$ cat src/logic/ppp_consts.svh
`ifndef PPP_CONSTS_SVH
`define PPP_CONSTS_SVH

// Register offsets within the port window
`define PPP_OFS_DATA        2'h0
`define PPP_OFS_STATUS      2'h1
`define PPP_OFS_CONTROL     2'h2

// Status bit positions
`define PPP_ST_BUSY         7
`define PPP_ST_ACK          6
`define PPP_ST_PAPER_END    5
`define PPP_ST_SELECTED     4
`define PPP_ST_ERROR_N      3

// Control bit positions
`define PPP_CT_DIR_IN       5
`define PPP_CT_IRQ_EN       4
`define PPP_CT_SELECT_IN    3
`define PPP_CT_INIT_N       2
`define PPP_CT_AUTO_LF      1
`define PPP_CT_STROBE       0

// Writable control bits and their reset value (init asserted, all else idle)
`define PPP_CT_MASK         8'h3F
`define PPP_CT_RESET        8'h00
`define PPP_DATA_RESET      8'h00

// Peripheral timing, printed figures in nanoseconds
`define PPP_CLK_PERIOD_NS   5
`define PPP_STROBE_MIN_NS   500
`define PPP_SETUP_MIN_NS    500
`define PPP_INIT_MIN_NS     50000
`define PPP_ACK_TYP_NS      5000

// Cycle counts, least times rounded up
`define PPP_CYC(ns)         (((ns) + `PPP_CLK_PERIOD_NS - 1) / `PPP_CLK_PERIOD_NS)

`endif

$ cat src/logic/ppp_pkg.sv
package ppp_pkg;

	// Host command as it enters the port
	typedef struct packed
	{
		logic       wr;
		logic       rd;
		logic [1:0] addr;
		logic [7:0] wdata;
	} ppp_req_t;

	// Sampled peripheral inputs
	typedef struct packed
	{
		logic busy;
		logic ack_n;
		logic paper_end;
		logic selected;
		logic error_n;
	} ppp_pins_t;

	// Data-path word handed toward the pins
	typedef struct packed
	{
		logic [7:0] data;
	} ppp_word_t;

	// Strobe sequencer states
	typedef enum logic [1:0]
	{
		PPP_IDLE  = 2'b00,
		PPP_SETUP = 2'b01,
		PPP_PULSE = 2'b10,
		PPP_HOLD  = 2'b11
	} ppp_state_t;

endpackage

$ cat src/logic/ppp_port.sv
// What this block does
// - Offset zero writes data latch, reads it back, or the data lines in input mode
// - Offset one reads sampled printer status
// - Offset two writes control, reads back all but bit 5
// - Status bit 7 shows peripheral busy
// - Status bit 6 shows live acknowledge
// - Status bit 5 shows paper end
// - Status bit 4 shows peripheral selected
// - Status bit 3 low on error
// - Control bit 5 turns data lines around
// - Control bit 4 enables acknowledge-rise interrupt
// - Control bit 3 drives select-in
// - Control bit 2 zero asserts initialise
// - Control bit 1 drives auto line feed
// - Control bit 0 strobe, setup, hold timing
// - Eight parallel data bits to peripheral
`timescale 1ns/1ps
`include "ppp_consts.svh"

module ppp_port
	import ppp_pkg::*;
#(
	parameter int STROBE_NS = `PPP_STROBE_MIN_NS,
	parameter int SETUP_NS  = `PPP_SETUP_MIN_NS
)
(
	// Clock and reset
	input  wire logic       CLK,
	input  wire logic       RST,
	// Host register port
	input  wire logic       WR,
	input  wire logic       RD,
	input  wire logic [1:0] ADDR,
	input  wire logic [7:0] WDATA,
	output logic      [7:0] RDATA,
	// Data path handshake toward the pins
	output logic            DATA_READY,
	// Interrupt request
	output logic            IRQ,
	// Peripheral data lines, two-way
	input  wire logic [7:0] PD_IN,
	output logic      [7:0] PD_OUT,
	output logic            PD_OE,
	// Peripheral control outputs, true level
	output logic            STROBE,
	output logic            AUTO_LF,
	output logic            INIT_N,
	output logic            SELECT_IN,
	// Peripheral status inputs, pin levels
	input  wire logic       BUSY,
	input  wire logic       ACK_N,
	input  wire logic       PAPER_END,
	input  wire logic       SELECTED,
	input  wire logic       ERROR_N
);

	localparam int STROBE_CYC = `PPP_CYC(STROBE_NS);
	localparam int SETUP_CYC  = `PPP_CYC(SETUP_NS);
	localparam int CW         = 16;

	// Elaboration check: refuse timing counts the phase timer cannot hold
	if (STROBE_CYC < 1 || SETUP_CYC < 1 || STROBE_CYC >= (1 << CW) ||
		SETUP_CYC >= (1 << CW))
	begin : g_bad_timing
		$error("ppp_port: timing counts out of range");
	end

	////////////////////////////////////////////////////////////////////////////////
	// Input synchronisers

	ppp_pins_t  pins_meta;                      // First stage, read only by second
	ppp_pins_t  pins;                           // Safe sampled pins
	logic [7:0] pd_meta;                        // First stage of data inputs
	logic [7:0] pd_sync;                        // Safe sampled data inputs
	ppp_req_t   req;                            // Host command bundle

	assign req = '{wr: WR, rd: RD, addr: ADDR, wdata: WDATA};

	// Two flops on every pin input
	always_ff @(posedge CLK)
	begin
		if (RST)
		begin
			pins_meta <= '{busy: 1'b0, ack_n: 1'b1, paper_end: 1'b0,
				selected: 1'b0, error_n: 1'b1};
			pins      <= '{busy: 1'b0, ack_n: 1'b1, paper_end: 1'b0,
				selected: 1'b0, error_n: 1'b1};
			pd_meta   <= 8'h00;
			pd_sync   <= 8'h00;
		end
		else
		begin
			pins_meta <= '{busy: BUSY, ack_n: ACK_N, paper_end: PAPER_END,
				selected: SELECTED, error_n: ERROR_N};
			pins      <= pins_meta;
			pd_meta   <= PD_IN;
			pd_sync   <= pd_meta;
		end
	end

	////////////////////////////////////////////////////////////////////////////////
	// Host registers

	logic [7:0] data_latch;                     // Output data latch
	logic [7:0] ctrl;                           // Control latch, bits 7:6 stay zero
	logic [7:0] status;                         // Assembled status byte
	logic       wr_data;                        // Host data write this cycle
	logic       wr_ctrl;                        // Host control write this cycle

	assign wr_data = req.wr && req.addr == `PPP_OFS_DATA;
	assign wr_ctrl = req.wr && req.addr == `PPP_OFS_CONTROL;

	// Data latch loads only when the buffer can take the word
	always_ff @(posedge CLK)
	begin
		if (RST)
			data_latch <= `PPP_DATA_RESET;
		else if (wr_data && DATA_READY)
			data_latch <= req.wdata;
	end

	// Control latch; unused high bits never store
	always_ff @(posedge CLK)
	begin
		if (RST)
			ctrl <= `PPP_CT_RESET;
		else if (wr_ctrl)
			ctrl <= req.wdata & `PPP_CT_MASK;
	end

	// Status byte from sampled pins, low bits zero
	always_comb
	begin
		status                    = 8'h00;
		status[`PPP_ST_BUSY]      = pins.busy;
		status[`PPP_ST_ACK]       = pins.ack_n;
		status[`PPP_ST_PAPER_END] = pins.paper_end;
		status[`PPP_ST_SELECTED]  = pins.selected;
		status[`PPP_ST_ERROR_N]   = pins.error_n;
	end

	// Registered read data, one cycle after RD
	always_ff @(posedge CLK)
	begin
		if (RST)
			RDATA <= 8'h00;
		else if (req.rd)
		begin
			case (req.addr)
				// Input mode shows the synchronised lines, else the data latch
				`PPP_OFS_DATA:    RDATA <= ctrl[`PPP_CT_DIR_IN] ? pd_sync : data_latch;
				`PPP_OFS_STATUS:  RDATA <= status;
				// Direction bit is write-only and reads as zero
				`PPP_OFS_CONTROL: RDATA <= ctrl & ~(8'h01 << `PPP_CT_DIR_IN);
				// Unmapped place reads as zero
				default:          RDATA <= 8'h00;
			endcase
		end
	end

	////////////////////////////////////////////////////////////////////////////////
	// Two-entry buffer between the data latch and the pins

	ppp_word_t  buf_mem [2];                    // Storage
	logic       wptr;                           // Write slot
	logic       rptr;                           // Read slot
	logic [1:0] count;                          // Words held
	logic       buf_valid;                      // Drain side has a word
	logic       buf_take;                       // Drain side accepts
	logic       push;                           // Fill side writes

	// Ready while a slot is free; valid while a word waits
	assign DATA_READY = count != 2'd2;
	assign buf_valid  = count != 2'd0;
	assign push       = wr_data && DATA_READY;

	// Push and pop with honest full and empty
	always_ff @(posedge CLK)
	begin
		if (RST)
		begin
			wptr  <= 1'b0;
			rptr  <= 1'b0;
			count <= 2'd0;
		end
		else
		begin
			if (push)
			begin
				buf_mem[wptr] <= '{data: req.wdata};
				wptr          <= ~wptr;
			end
			if (buf_take)
				rptr <= ~rptr;
			// Push and pop in one cycle leave the count unchanged
			count <= count + {1'b0, push} - {1'b0, buf_take};
		end
	end

	////////////////////////////////////////////////////////////////////////////////
	// Pin word register; holds while the strobe sequencer is busy

	ppp_state_t state;                          // Strobe sequencer state
	ppp_state_t next_state;                     // Its next value
	logic [CW-1:0] tmr;                         // Phase timer
	logic       strobe_req;                     // Software strobe bit level
	logic       strobe_prev;                    // Strobe bit last IDLE cycle, zero while a word waits, one outside IDLE

	assign strobe_req = ctrl[`PPP_CT_STROBE];
	// Drain only when idle so pin data stays stable through a strobe
	assign buf_take   = buf_valid && state == PPP_IDLE;

	// Word presented on the eight data lines
	always_ff @(posedge CLK)
	begin
		if (RST)
			PD_OUT <= `PPP_DATA_RESET;
		else if (buf_take)
			PD_OUT <= buf_mem[rptr].data;
	end

	////////////////////////////////////////////////////////////////////////////////
	// Strobe sequencer: setup, pulse, hold

	// Next state
	always_comb
	begin
		next_state = state;
		case (state)
			// Start on a fresh strobe bit rise once the buffer is drained
			PPP_IDLE:  if (strobe_req && !strobe_prev && !buf_valid) next_state = PPP_SETUP;
			// Data settles on the lines before the pulse
			PPP_SETUP: if (tmr == 16'h0000) next_state = PPP_PULSE;
			// Pulse lasts the minimum and until software drops the bit
			PPP_PULSE: if (tmr == 16'h0000 && !strobe_req) next_state = PPP_HOLD;
			// Data stays put after the pulse
			PPP_HOLD:  if (tmr == 16'h0000) next_state = PPP_IDLE;
			default:   next_state = PPP_IDLE;
		endcase
	end

	// State, timer and edge memory
	always_ff @(posedge CLK)
	begin
		if (RST)
		begin
			state       <= PPP_IDLE;
			tmr         <= 16'h0000;
			strobe_prev <= 1'b0;
		end
		else
		begin
			state <= next_state;
			// Only a seen rising edge is consumed; an early one waits in IDLE
			if (state == PPP_IDLE && next_state == PPP_IDLE)
				strobe_prev <= strobe_req && buf_valid ? 1'b0 : strobe_req;
			else
				strobe_prev <= 1'b1;
			if (next_state != state)
			begin
				case (next_state)
					PPP_SETUP: tmr <= CW'(SETUP_CYC - 1);
					PPP_PULSE: tmr <= CW'(STROBE_CYC - 1);
					PPP_HOLD:  tmr <= CW'(SETUP_CYC - 1);
					default:   tmr <= 16'h0000;
				endcase
			end
			else if (tmr != 16'h0000)
				tmr <= tmr - 16'h0001;
		end
	end

	// Strobe pin high only in the pulse phase
	always_ff @(posedge CLK)
	begin
		if (RST)
			STROBE <= 1'b0;
		else
			STROBE <= next_state == PPP_PULSE;
	end

	////////////////////////////////////////////////////////////////////////////////
	// Control outputs and data direction

	// Registered control pins
	always_ff @(posedge CLK)
	begin
		if (RST)
		begin
			AUTO_LF   <= 1'b0;
			INIT_N    <= 1'b0;
			SELECT_IN <= 1'b0;
			// Drive the data lines from reset, as a printer port
			PD_OE     <= 1'b1;
		end
		else
		begin
			AUTO_LF   <= ctrl[`PPP_CT_AUTO_LF];
			INIT_N    <= ctrl[`PPP_CT_INIT_N];
			SELECT_IN <= ctrl[`PPP_CT_SELECT_IN];
			PD_OE     <= ~ctrl[`PPP_CT_DIR_IN];
		end
	end

	////////////////////////////////////////////////////////////////////////////////
	// Acknowledge-rise interrupt

	logic ack_prev;                             // Acknowledge last cycle
	logic ack_rise;                             // Low-to-high edge seen
	logic stat_read;                            // Host reads status

	assign ack_rise  = pins.ack_n && !ack_prev;
	assign stat_read = req.rd && req.addr == `PPP_OFS_STATUS;

	// Edge detect on the synchronised line
	always_ff @(posedge CLK)
	begin
		if (RST)
			ack_prev <= 1'b1;
		else
			ack_prev <= pins.ack_n;
	end

	// Sticky request; a new edge wins over the clearing read
	always_ff @(posedge CLK)
	begin
		if (RST)
			IRQ <= 1'b0;
		else if (!ctrl[`PPP_CT_IRQ_EN])
			IRQ <= 1'b0;
		// An enabled rise sets the request
		else if (ack_rise)
			IRQ <= 1'b1;
		// Status read services the request
		else if (stat_read)
			IRQ <= 1'b0;
	end

endmodule

$ cat config.mk
export PLATFORM = sky130hd
export DESIGN_NAME = ppp_port
export DESIGN_NICKNAME = d
export VERILOG_FILES = /design/src/logic/ppp_pkg.sv /design/src/logic/ppp_port.sv
export VERILOG_INCLUDE_DIRS = /design/src /design/src/logic
export SDC_FILE = /design/constraint.sdc
export NUM_CORES = 1
export LEC_CHECK = 0
export ABC_AREA = 1
export BUFFER_PORTS_ARGS = -buffer_cell sky130_fd_sc_hd__clkbuf_2
export CAP_MARGIN = 10
export CORE_MARGIN = 8
export CORE_UTILIZATION = 31
export DETAILED_ROUTE_END_ITERATION = 6
export HOLD_SLACK_MARGIN = 0.06
export REMOVE_ABC_BUFFERS = 1
export SLEW_MARGIN = 20
export SYNTH_ARGS = -nofsm -noshare
export SYNTH_HDL_FRONTEND = slang
export SYNTH_SLANG_ARGS = --single-unit
$ cat constraint.sdc
create_clock -name CLK -period 2.2 [get_ports CLK]
set_input_delay 0.33 -clock CLK [delete_from_list [all_inputs] [get_ports CLK]]
set_output_delay 0.33 -clock CLK [all_outputs]
set_load 0.05 [all_outputs]
==> results of run 1 <==
layer usage:
metal,share of wire [%],vias up,GRT usage (%)
li1,-,1632,-
met1,49,1353,13.2
met2,46,56,17.3
met3,3.4,11,2.65
met4,1.8,0,5.05
met5,0,-,0
sequential cells by signal, indices dropped and copies added (netlist names), 6 cells and up:
signal,cells
PD_OUT,8
RDATA,8
buf_mem,16
ctrl,6
data_latch,8
pd_meta,8
pd_sync,8
tmr,16
how the worst max path moves through the flow:
| stage | start | end | slack [ps] |
|---|---|---|---|
| global route | state[0] | count[1] | 260 |
| detailed placement | state[0] | count[1] | 510 |
| finish | tmr[0] | tmr[1] | 500 |
| floorplan | count[1] | buf_mem[1][0] | -70 |
| global placement | ADDR[1] | count[1] | 530 |
| CTS | state[0] | count[1] | 490 |
per-stage QoR:
step / utilization (%) / setup slack, ps
2_1_floorplan: - / -68.1
3_3_place_gp: 35.4 / 529
3_5_place_dp: 35.4 / 507
4_1_cts: 37.9 / 489
5_1_grt: 37.9 / 263
6_report: 37.9 / 501
area by class of cell:
cell class              instances  area, µm²  area share (%)
flip-flops and latches        102       2200            46.0
multi-input cells             286       1470            30.7
repair buffers                 56        298            6.23
inverters                      77        289            6.04
clock buffers                  10        250            5.23
well taps                     172        215            4.50
clock inverters                 6       61.3            1.28
Yosys cell counts (2+ instances only):
master / n / area, µm²
nor3_1: 3 / 15.0
o2111ai_1: 2 / 17.5
ha_1: 3 / 37.5
edfxtp_1: 16 / 480
nand2_2: 7 / 43.8
buf_1: 3 / 11.3
buf_2: 2 / 10.0
nor2_1: 63 / 236
clkbuf_1: 9 / 33.8
xor2_1: 8 / 70.1
inv_2: 4 / 15.0
a31oi_1: 12 / 75.1
or2_2: 4 / 25.0
nand3_1: 11 / 55.1
o21ai_0: 36 / 180
nand2_4: 2 / 22.5
dfxtp_1: 86 / 1720
a211oi_2: 2 / 25.0
a21oi_1: 31 / 155
o211ai_1: 2 / 15.0
nand2_1: 75 / 282
nand3_2: 2 / 20.0
nand4_1: 4 / 25.0
nor2_4: 3 / 33.8
inv_1: 72 / 270
xnor2_1: 2 / 17.5
nor2_2: 8 / 50.1
power by group through the flow:
stage	Clock, W	Combinational (W)	Sequential, W
2_1_floorplan	0	0.00131	0.00261
3_3_place_gp	0	0.00197	0.00238
3_5_place_dp	0	0.00199	0.00239
4_1_cts	0.00165	0.00201	0.00235
5_1_grt	0.00174	0.00223	0.00238
6_report	0.00160	0.00199	0.00234
worst reg2reg max path: stages (launching register included):
cell and delay, ps:
dfxtp_1 300, inv_1 100, ha_1 210, nand2_2 100, nor2_2 180, nand2_4 150
inv_2 110, nand4_2 160, nor2_1 130, nor2_1 50, nand2_1 80, inv_1 30
logic make-up (layout without fill, tap and decap cells):
logic type	Yosys count	in the layout
AO/OA/AOI/OAI	88	88
XOR/XNOR	10	10
buffers and inverters	92	149
flip-flops	102	102
adder cells (fa/ha/maj)	3	3
AND/OR/NAND/NOR	185	185
==> results.ini, run 1 <==
[timing]
max_slew_margin_pct = 70.0
fin_hold_ws_ps = 163
period_needed_ps = 1700
rsz0062_at_grt = no
finClkSkew_ps = 6.58
finalCritPeriodShare_pct = 77.2
hold_viol_final = 0
worst_pin_slew_ps = 450
finalSetupTns_ps = 0
setup_viol = 0
fmax_mhz = 589
maxSlewViolCount = 0

[final_layout]
final_common_cell = dfxtp_1
drive_above_1_share_pct = 19.9
postLayoutCellArea_mm2 = 0.00478
fillCellCount = 1326
mostFrequentLayoutCells = dfxtp_1, nand2_1, inv_1, nor2_1, clkbuf_2
antenna_cells = 0
syn_to_final_growth_pct = 19.0
finalNetCount = 562
finalNonFillerCells = 709

[synthesis]
synthAdderAreaFrac_pct = 0.934
async_flop_share_pct = 0
synth_top_family_by_area = simple AND/OR/NAND/NOR gates
synth_ff_type = dfxtp_1
synthSimpleGateAreaFrac_pct = 21.1
synth_compound_area_share_pct = 12.3
ys_types = 35
synth_area_mm2 = 0.00402
synth_warnings = 0
synthCells = 480
muxShareOfSynthArea_pct = 0
ys_seq_area_share_pct = 54.8
synth.avg_cell_area_um2 = 8.38
synth_seq_cells = 102
synth_edf_count = 16
synth-xor-area-share_pct = 2.18

[worst_hold_path]
worstHoldStart = PD_IN[3]
hold_class = primary input to flop
whs_endpoint = pd_meta[3]
holdPathStages = 3

[clock_tree]
htreeDepth = 3
path_clk_slew_ps = 70
numCtsBuffers = 9
clock_latency_ps = 340
cts-root-buf = clkbuf_16
cts_buffer_depth = 2
cts_tree = yes
holdBufCountCts = 0
cts_resized = 0
postCtsSetupBuffers = 0
cts_sinks = 102

[setup_path]
cp_num_buf_inv = 3
worstPathArrival_ps = 1940
reg2reg_to = tmr[1]
worstSetupPathType = flop to flop
max_stage_delay_ps = 300
crit_required_ps = 2450
crit_chain = inv_1 > ha_1 > nand2_2 > nor2_2 > nand2_4 > inv_2 > nand4_2 > nor2_1 > nor2_1 > nand2_1 > inv_1
cp_slowest_cell = dfxtp_1
reg2reg_depth = 11
start_kind = flop
cp_top_family = simple AND/OR/NAND/NOR gates
cp-end-kind = flop
cp.depth = 11
r2r_setup_slack_ps = 500
r2r_start = tmr[0]
crit_fanout = 10

[power]
swShare_pct = 38.2
seq_power_share_pct = 39.5
finalPower_w = 0.00593
clkPwrFrac_pct = 27.0
combPwrFrac_pct = 33.5
p_int_w = 0.00367
p_leak_nw = 2.14
ir_worst_vdd_mv = 0.408
p_per_area_mw_per_mm2 = 1240
p_sw_w = 0.00227

[floorplanning]
ios = 50
die_w_um = 130
die_h_um = 130
initial_core_util_pct = 31.9
die_area_mm2 = 0.0169
design.core.area_mm2 = 0.0126
row_count = 41

[drt]
drt_iter0_markers = 112
via_count = 3052
wl_per_cell_um = 11.7
drcViolationCount = 0
drt-vias-per-instance = 4.30
firstDrtPassIters = 4
ant_nets = 0
drt-total-wl_mm = 8.32

[global_route]
antenna_found_initial = 0
grt_max_degree = 35
overflow = 0
grt_pass1_vias = 2985
grt_pass1_wl_mm = 14.2
grt.total_usage_pct = 10.7

[placed_design]
dp_hpwl_mm = 6.20
routabilityCongestion = 0.847
port_buffers = 49
dp_cells = 693
place_area_mm2 = 0.00447

[job]
maxCapViolations = 0

[outcome]
outcome = completed

Note: power is estimated with default switching activity, not from simulation.
==> run 2: changes to the inputs <==
- ABC_AREA: 1 -> 0
- clock period: 2.2 -> 1.6 ns (I/O delays scaled with it)
==> run 2 against run 1 <==
Effect of this change: the run now ends with negative setup slack left; sequential share of layout area down 5.3 points; design area increased by 13%; die area shrank 0.55%; clock power up 26%; via count increased by 4.5%; synthesized cell count decreased by 18%; synthesized area shrank 0.62%; clock-buffer cell count did not move; fmax decreased by 11%; cell count fell by 4.5%; first-iteration DRC count rose by 21%.
==> results.ini, run 2 <==
[setup_path]
r2r_start = tmr[6]
cp_slowest_cell = or4_4
crit_required_ps = 1870  ; -580 ps
worstSetupPathType = flop to flop
crit_chain = or4_4 > or4_1 > or4_1 > a21oi_1
r2r_setup_slack_ps = -310  ; -810 ps
cp-end-kind = flop
crit_fanout = 4  ; -6
cpMostUsedCell = or4_1
reg2reg_depth = 4  ; -7
worstPathArrival_ps = 2190  ; +250 ps
start_kind = flop
max_stage_delay_ps = 550  ; +250 ps
reg2reg_to = tmr[14]

[clock_tree]
cts_buffer_depth = 2  ; unchanged
path_clk_slew_ps = 70  ; about the same
cts-root-buf = clkbuf_16
cts_tree = yes
clock_latency_ps = 340  ; about the same
numCtsBuffers = 9  ; unchanged
htreeDepth = 3  ; unchanged
holdBufCountCts = 0  ; unchanged
cts_sinks = 102  ; unchanged

[timing]
setup_viol = 14  ; +14
finClkSkew_ps = 6.37  ; -0.217 ps
worst_pin_slew_ps = 490  ; +40.6 ps
max_slew_margin_pct = 67.3  ; -2.8 points
rsz0062_at_grt = yes
period_needed_ps = 1910  ; +215 ps
hold_viol_final = 0  ; unchanged
fmax_mhz = 523  ; -11%
maxSlewViolCount = 0  ; unchanged
finalCritPeriodShare_pct = 120  ; +42 points
setup_ws_ps = -313  ; -815 ps

[floorplanning]
die_area_mm2 = 0.0168  ; -0.55%
ios = 50  ; unchanged
die_w_um = 130  ; -0.27%
die_h_um = 130  ; -0.27%
row_count = 41  ; unchanged
design.core.area_mm2 = 0.0126  ; unchanged
initial_core_util_pct = 31.7  ; -0.20 points

[synthesis]
yosys.cell_count.top_type = dfxtp_1
synth.avg_cell_area_um2 = 10.1  ; +20%
synth_area_mm2 = 0.00400  ; -0.62%
synth_top_area_share_pct = 43.1  ; +0.27 points
synth_warnings = 0  ; unchanged
async_flop_share_pct = 0  ; unchanged
synthCells = 396  ; -18%
ys_top_cells_by_count = dfxtp_1, nor2_1, nor2b_1
synth_edf_count = 16  ; unchanged
ys_seq_area_share_pct = 55.1  ; +0.34 points
yosys.area.top_type = dfxtp_1
synth.area.top_cells = dfxtp_1, edfxtp_1, mux2i_1
ys_types = 52  ; +49%
synth_seq_cells = 102  ; unchanged
synth_ff_type = dfxtp_1

[worst_hold_path]
whs_endpoint = pins_meta[3]
worstHoldStart = ACK_N
hold_class = primary input to flop
holdPathStages = 2  ; -1

[power]
ir_worst_vdd_mv = 0.819  ; +100%
p_leak_nw = 2.16  ; +0.87%
p_per_area_mw_per_mm2 = 1720  ; +39%
p_sw_w = 0.00334  ; +47%
clkPwrFrac_pct = 21.6  ; -5.4 points
combPwrFrac_pct = 44.4  ; +11 points
seq_power_share_pct = 34.0  ; -5.5 points
swShare_pct = 35.8  ; -2.4 points
p_int_w = 0.00599  ; +63%

[global_route]
grt_pass1_vias = 3228  ; +8.1%
grt.total_usage_pct = 11.5  ; +0.79 points
grt_max_degree = 53  ; +51%
antenna_found_initial = 0  ; unchanged
overflow = 0  ; unchanged
grt_pass1_wl_mm = 15.5  ; +8.5%

[placed_design]
routabilityCongestion = 0.805  ; -4.9%
dp_cells = 649  ; -6.3%
dp_hpwl_mm = 6.41  ; +3.4%
port_buffers = 49  ; unchanged

[final_layout]
final_common_cell = dfxtp_1
multiInputGateArea_mm2 = 0.00191  ; +30%
finalNonFillerCells = 677  ; -4.5%
reg.largest.list = buf_mem (16), tmr (16)
syn_to_final_growth_pct = 35.7
antenna_cells = 0  ; unchanged
fillCellCount = 1234  ; -6.9%
mostFrequentLayoutCells = dfxtp_1, buf_4, clkbuf_2, nor2_1, nor2b_1
seqCellArea_mm2 = 0.00221  ; +0.34%
drive_above_1_share_pct = 35.0  ; +15 points
finalNetCount = 530  ; -5.7%
final_core_util_pct = 43.0  ; +5.1 points

[outcome]
outcome = finished with violations
failed_checks = negative setup slack

[job]
maxCapViolations = 0  ; unchanged

[drt]
ant_nets = 0  ; unchanged
firstDrtPassIters = 4  ; unchanged
drcViolationCount = 0  ; unchanged
wl_per_cell_um = 13.8  ; +18%
drt-total-wl_mm = 9.36  ; +13%
drt_iter0_markers = 136  ; +21%
drt-vias-per-instance = 4.71  ; +9.4%
via_count = 3189  ; +4.5%

## run 2: cell types whose count changed after synthesis, moves of 7 or more
cell      previous run  this run
a31oi_1             12         1
clkbuf_1             9        16
mux2i_1              0        25
nand2_1             75        23
nor2_2               8         0
or4_1                0         7
nor2_1              63        38
o21ai_0             36        12
nor2b_1              0        37
inv_1               72         4
a211oi_1             1        11
## run 2: area by class of cell
class | count | share of cell area [%]
inverter | 5 | 0.346
clock buffer | 10 | 4.22
tap | 172 | 3.97
clock inverter | 6 | 0.854
multi-input combinational | 267 | 35.2
timing repair buffer | 115 | 14.7
sequential | 102 | 40.7
## run 2: cell families after synthesis
kind of cell | synth area share (%)
AO/OA/AOI/OAI | 12.3
multiplexers | 6.26
flip-flops | 55.1
buffers and inverters | 3.44
XOR/XNOR | 0.877
adder cells (fa/ha/maj) | 0.940
AND/OR/NAND/NOR | 21.1
## run 2: stage by stage
| step | worst slack, ps | TNS [ps] | hold WS, ps | power (W) | cell area (µm²) |
|---|---|---|---|---|---|
| detailed placement | -431 | -5060 | 395 | 0.00631 | 4770 |
| CTS | -321 | -1590 | 70.5 | 0.00911 | 5360 |
| finish | -313 | -1730 | 77.8 | 0.00934 | 5420 |
| global placement | -435 | -4370 | 392 | 0.00624 | 4770 |
| floorplan | -937 | -25950 | 309 | 0.00497 | 3880 |
| global route | -367 | -2980 | 70.0 | 0.00988 | 5420 |
## run 2: routing by layer
layer | track usage (%) | vias up | part of all wire, %
met3 | 3.45 | 13 | 4.1
met4 | 3.69 | 0 | 1.5
met1 | 13.6 | 1495 | 45
met5 | 0 | - | 0
met2 | 19.6 | 69 | 49
li1 | - | 1612 | -
## run 2: repair_timing
item | in CTS | in global routing
setup buffers | 9 | 1
gates resized for setup | 47 | 11
cloned | 2 | 0
pin swaps | 22 | 13
setup endpoints to repair | 20 | 21
## run 2: power groups by stage
stage | Combinational [W] | Sequential, W | Clock (W)
2_1_floorplan | 0.00143 | 0.00353 | 0
3_3_place_gp | 0.00309 | 0.00316 | 0
6_report | 0.00415 | 0.00317 | 0.00201
4_1_cts | 0.00388 | 0.00317 | 0.00206
5_1_grt | 0.00448 | 0.00322 | 0.00218
3_5_place_dp | 0.00313 | 0.00318 | 0
## run 2: worst max-delay path: cells and delay by family, from the launching register on
family | cells | cell delay (ps)
simple gates | 3 | 1410
flops | 1 | 310
compound gates | 1 | 120
## run 2: how the worst max path moves through the flow
| stage | startpoint | endpoint | slack (ps) | cells after the start |
|---|---|---|---|---|
| floorplan | count[0] | buf_mem[1][0] | -940 | 3 |
| global placement | tmr[2] | tmr[13] | -430 | 4 |
| detailed placement | tmr[2] | tmr[13] | -430 | 4 |
| CTS | tmr[6] | tmr[14] | -320 | 4 |
| global route | tmr[6] | tmr[14] | -370 | 4 |
| finish | tmr[6] | tmr[14] | -310 | 4 |
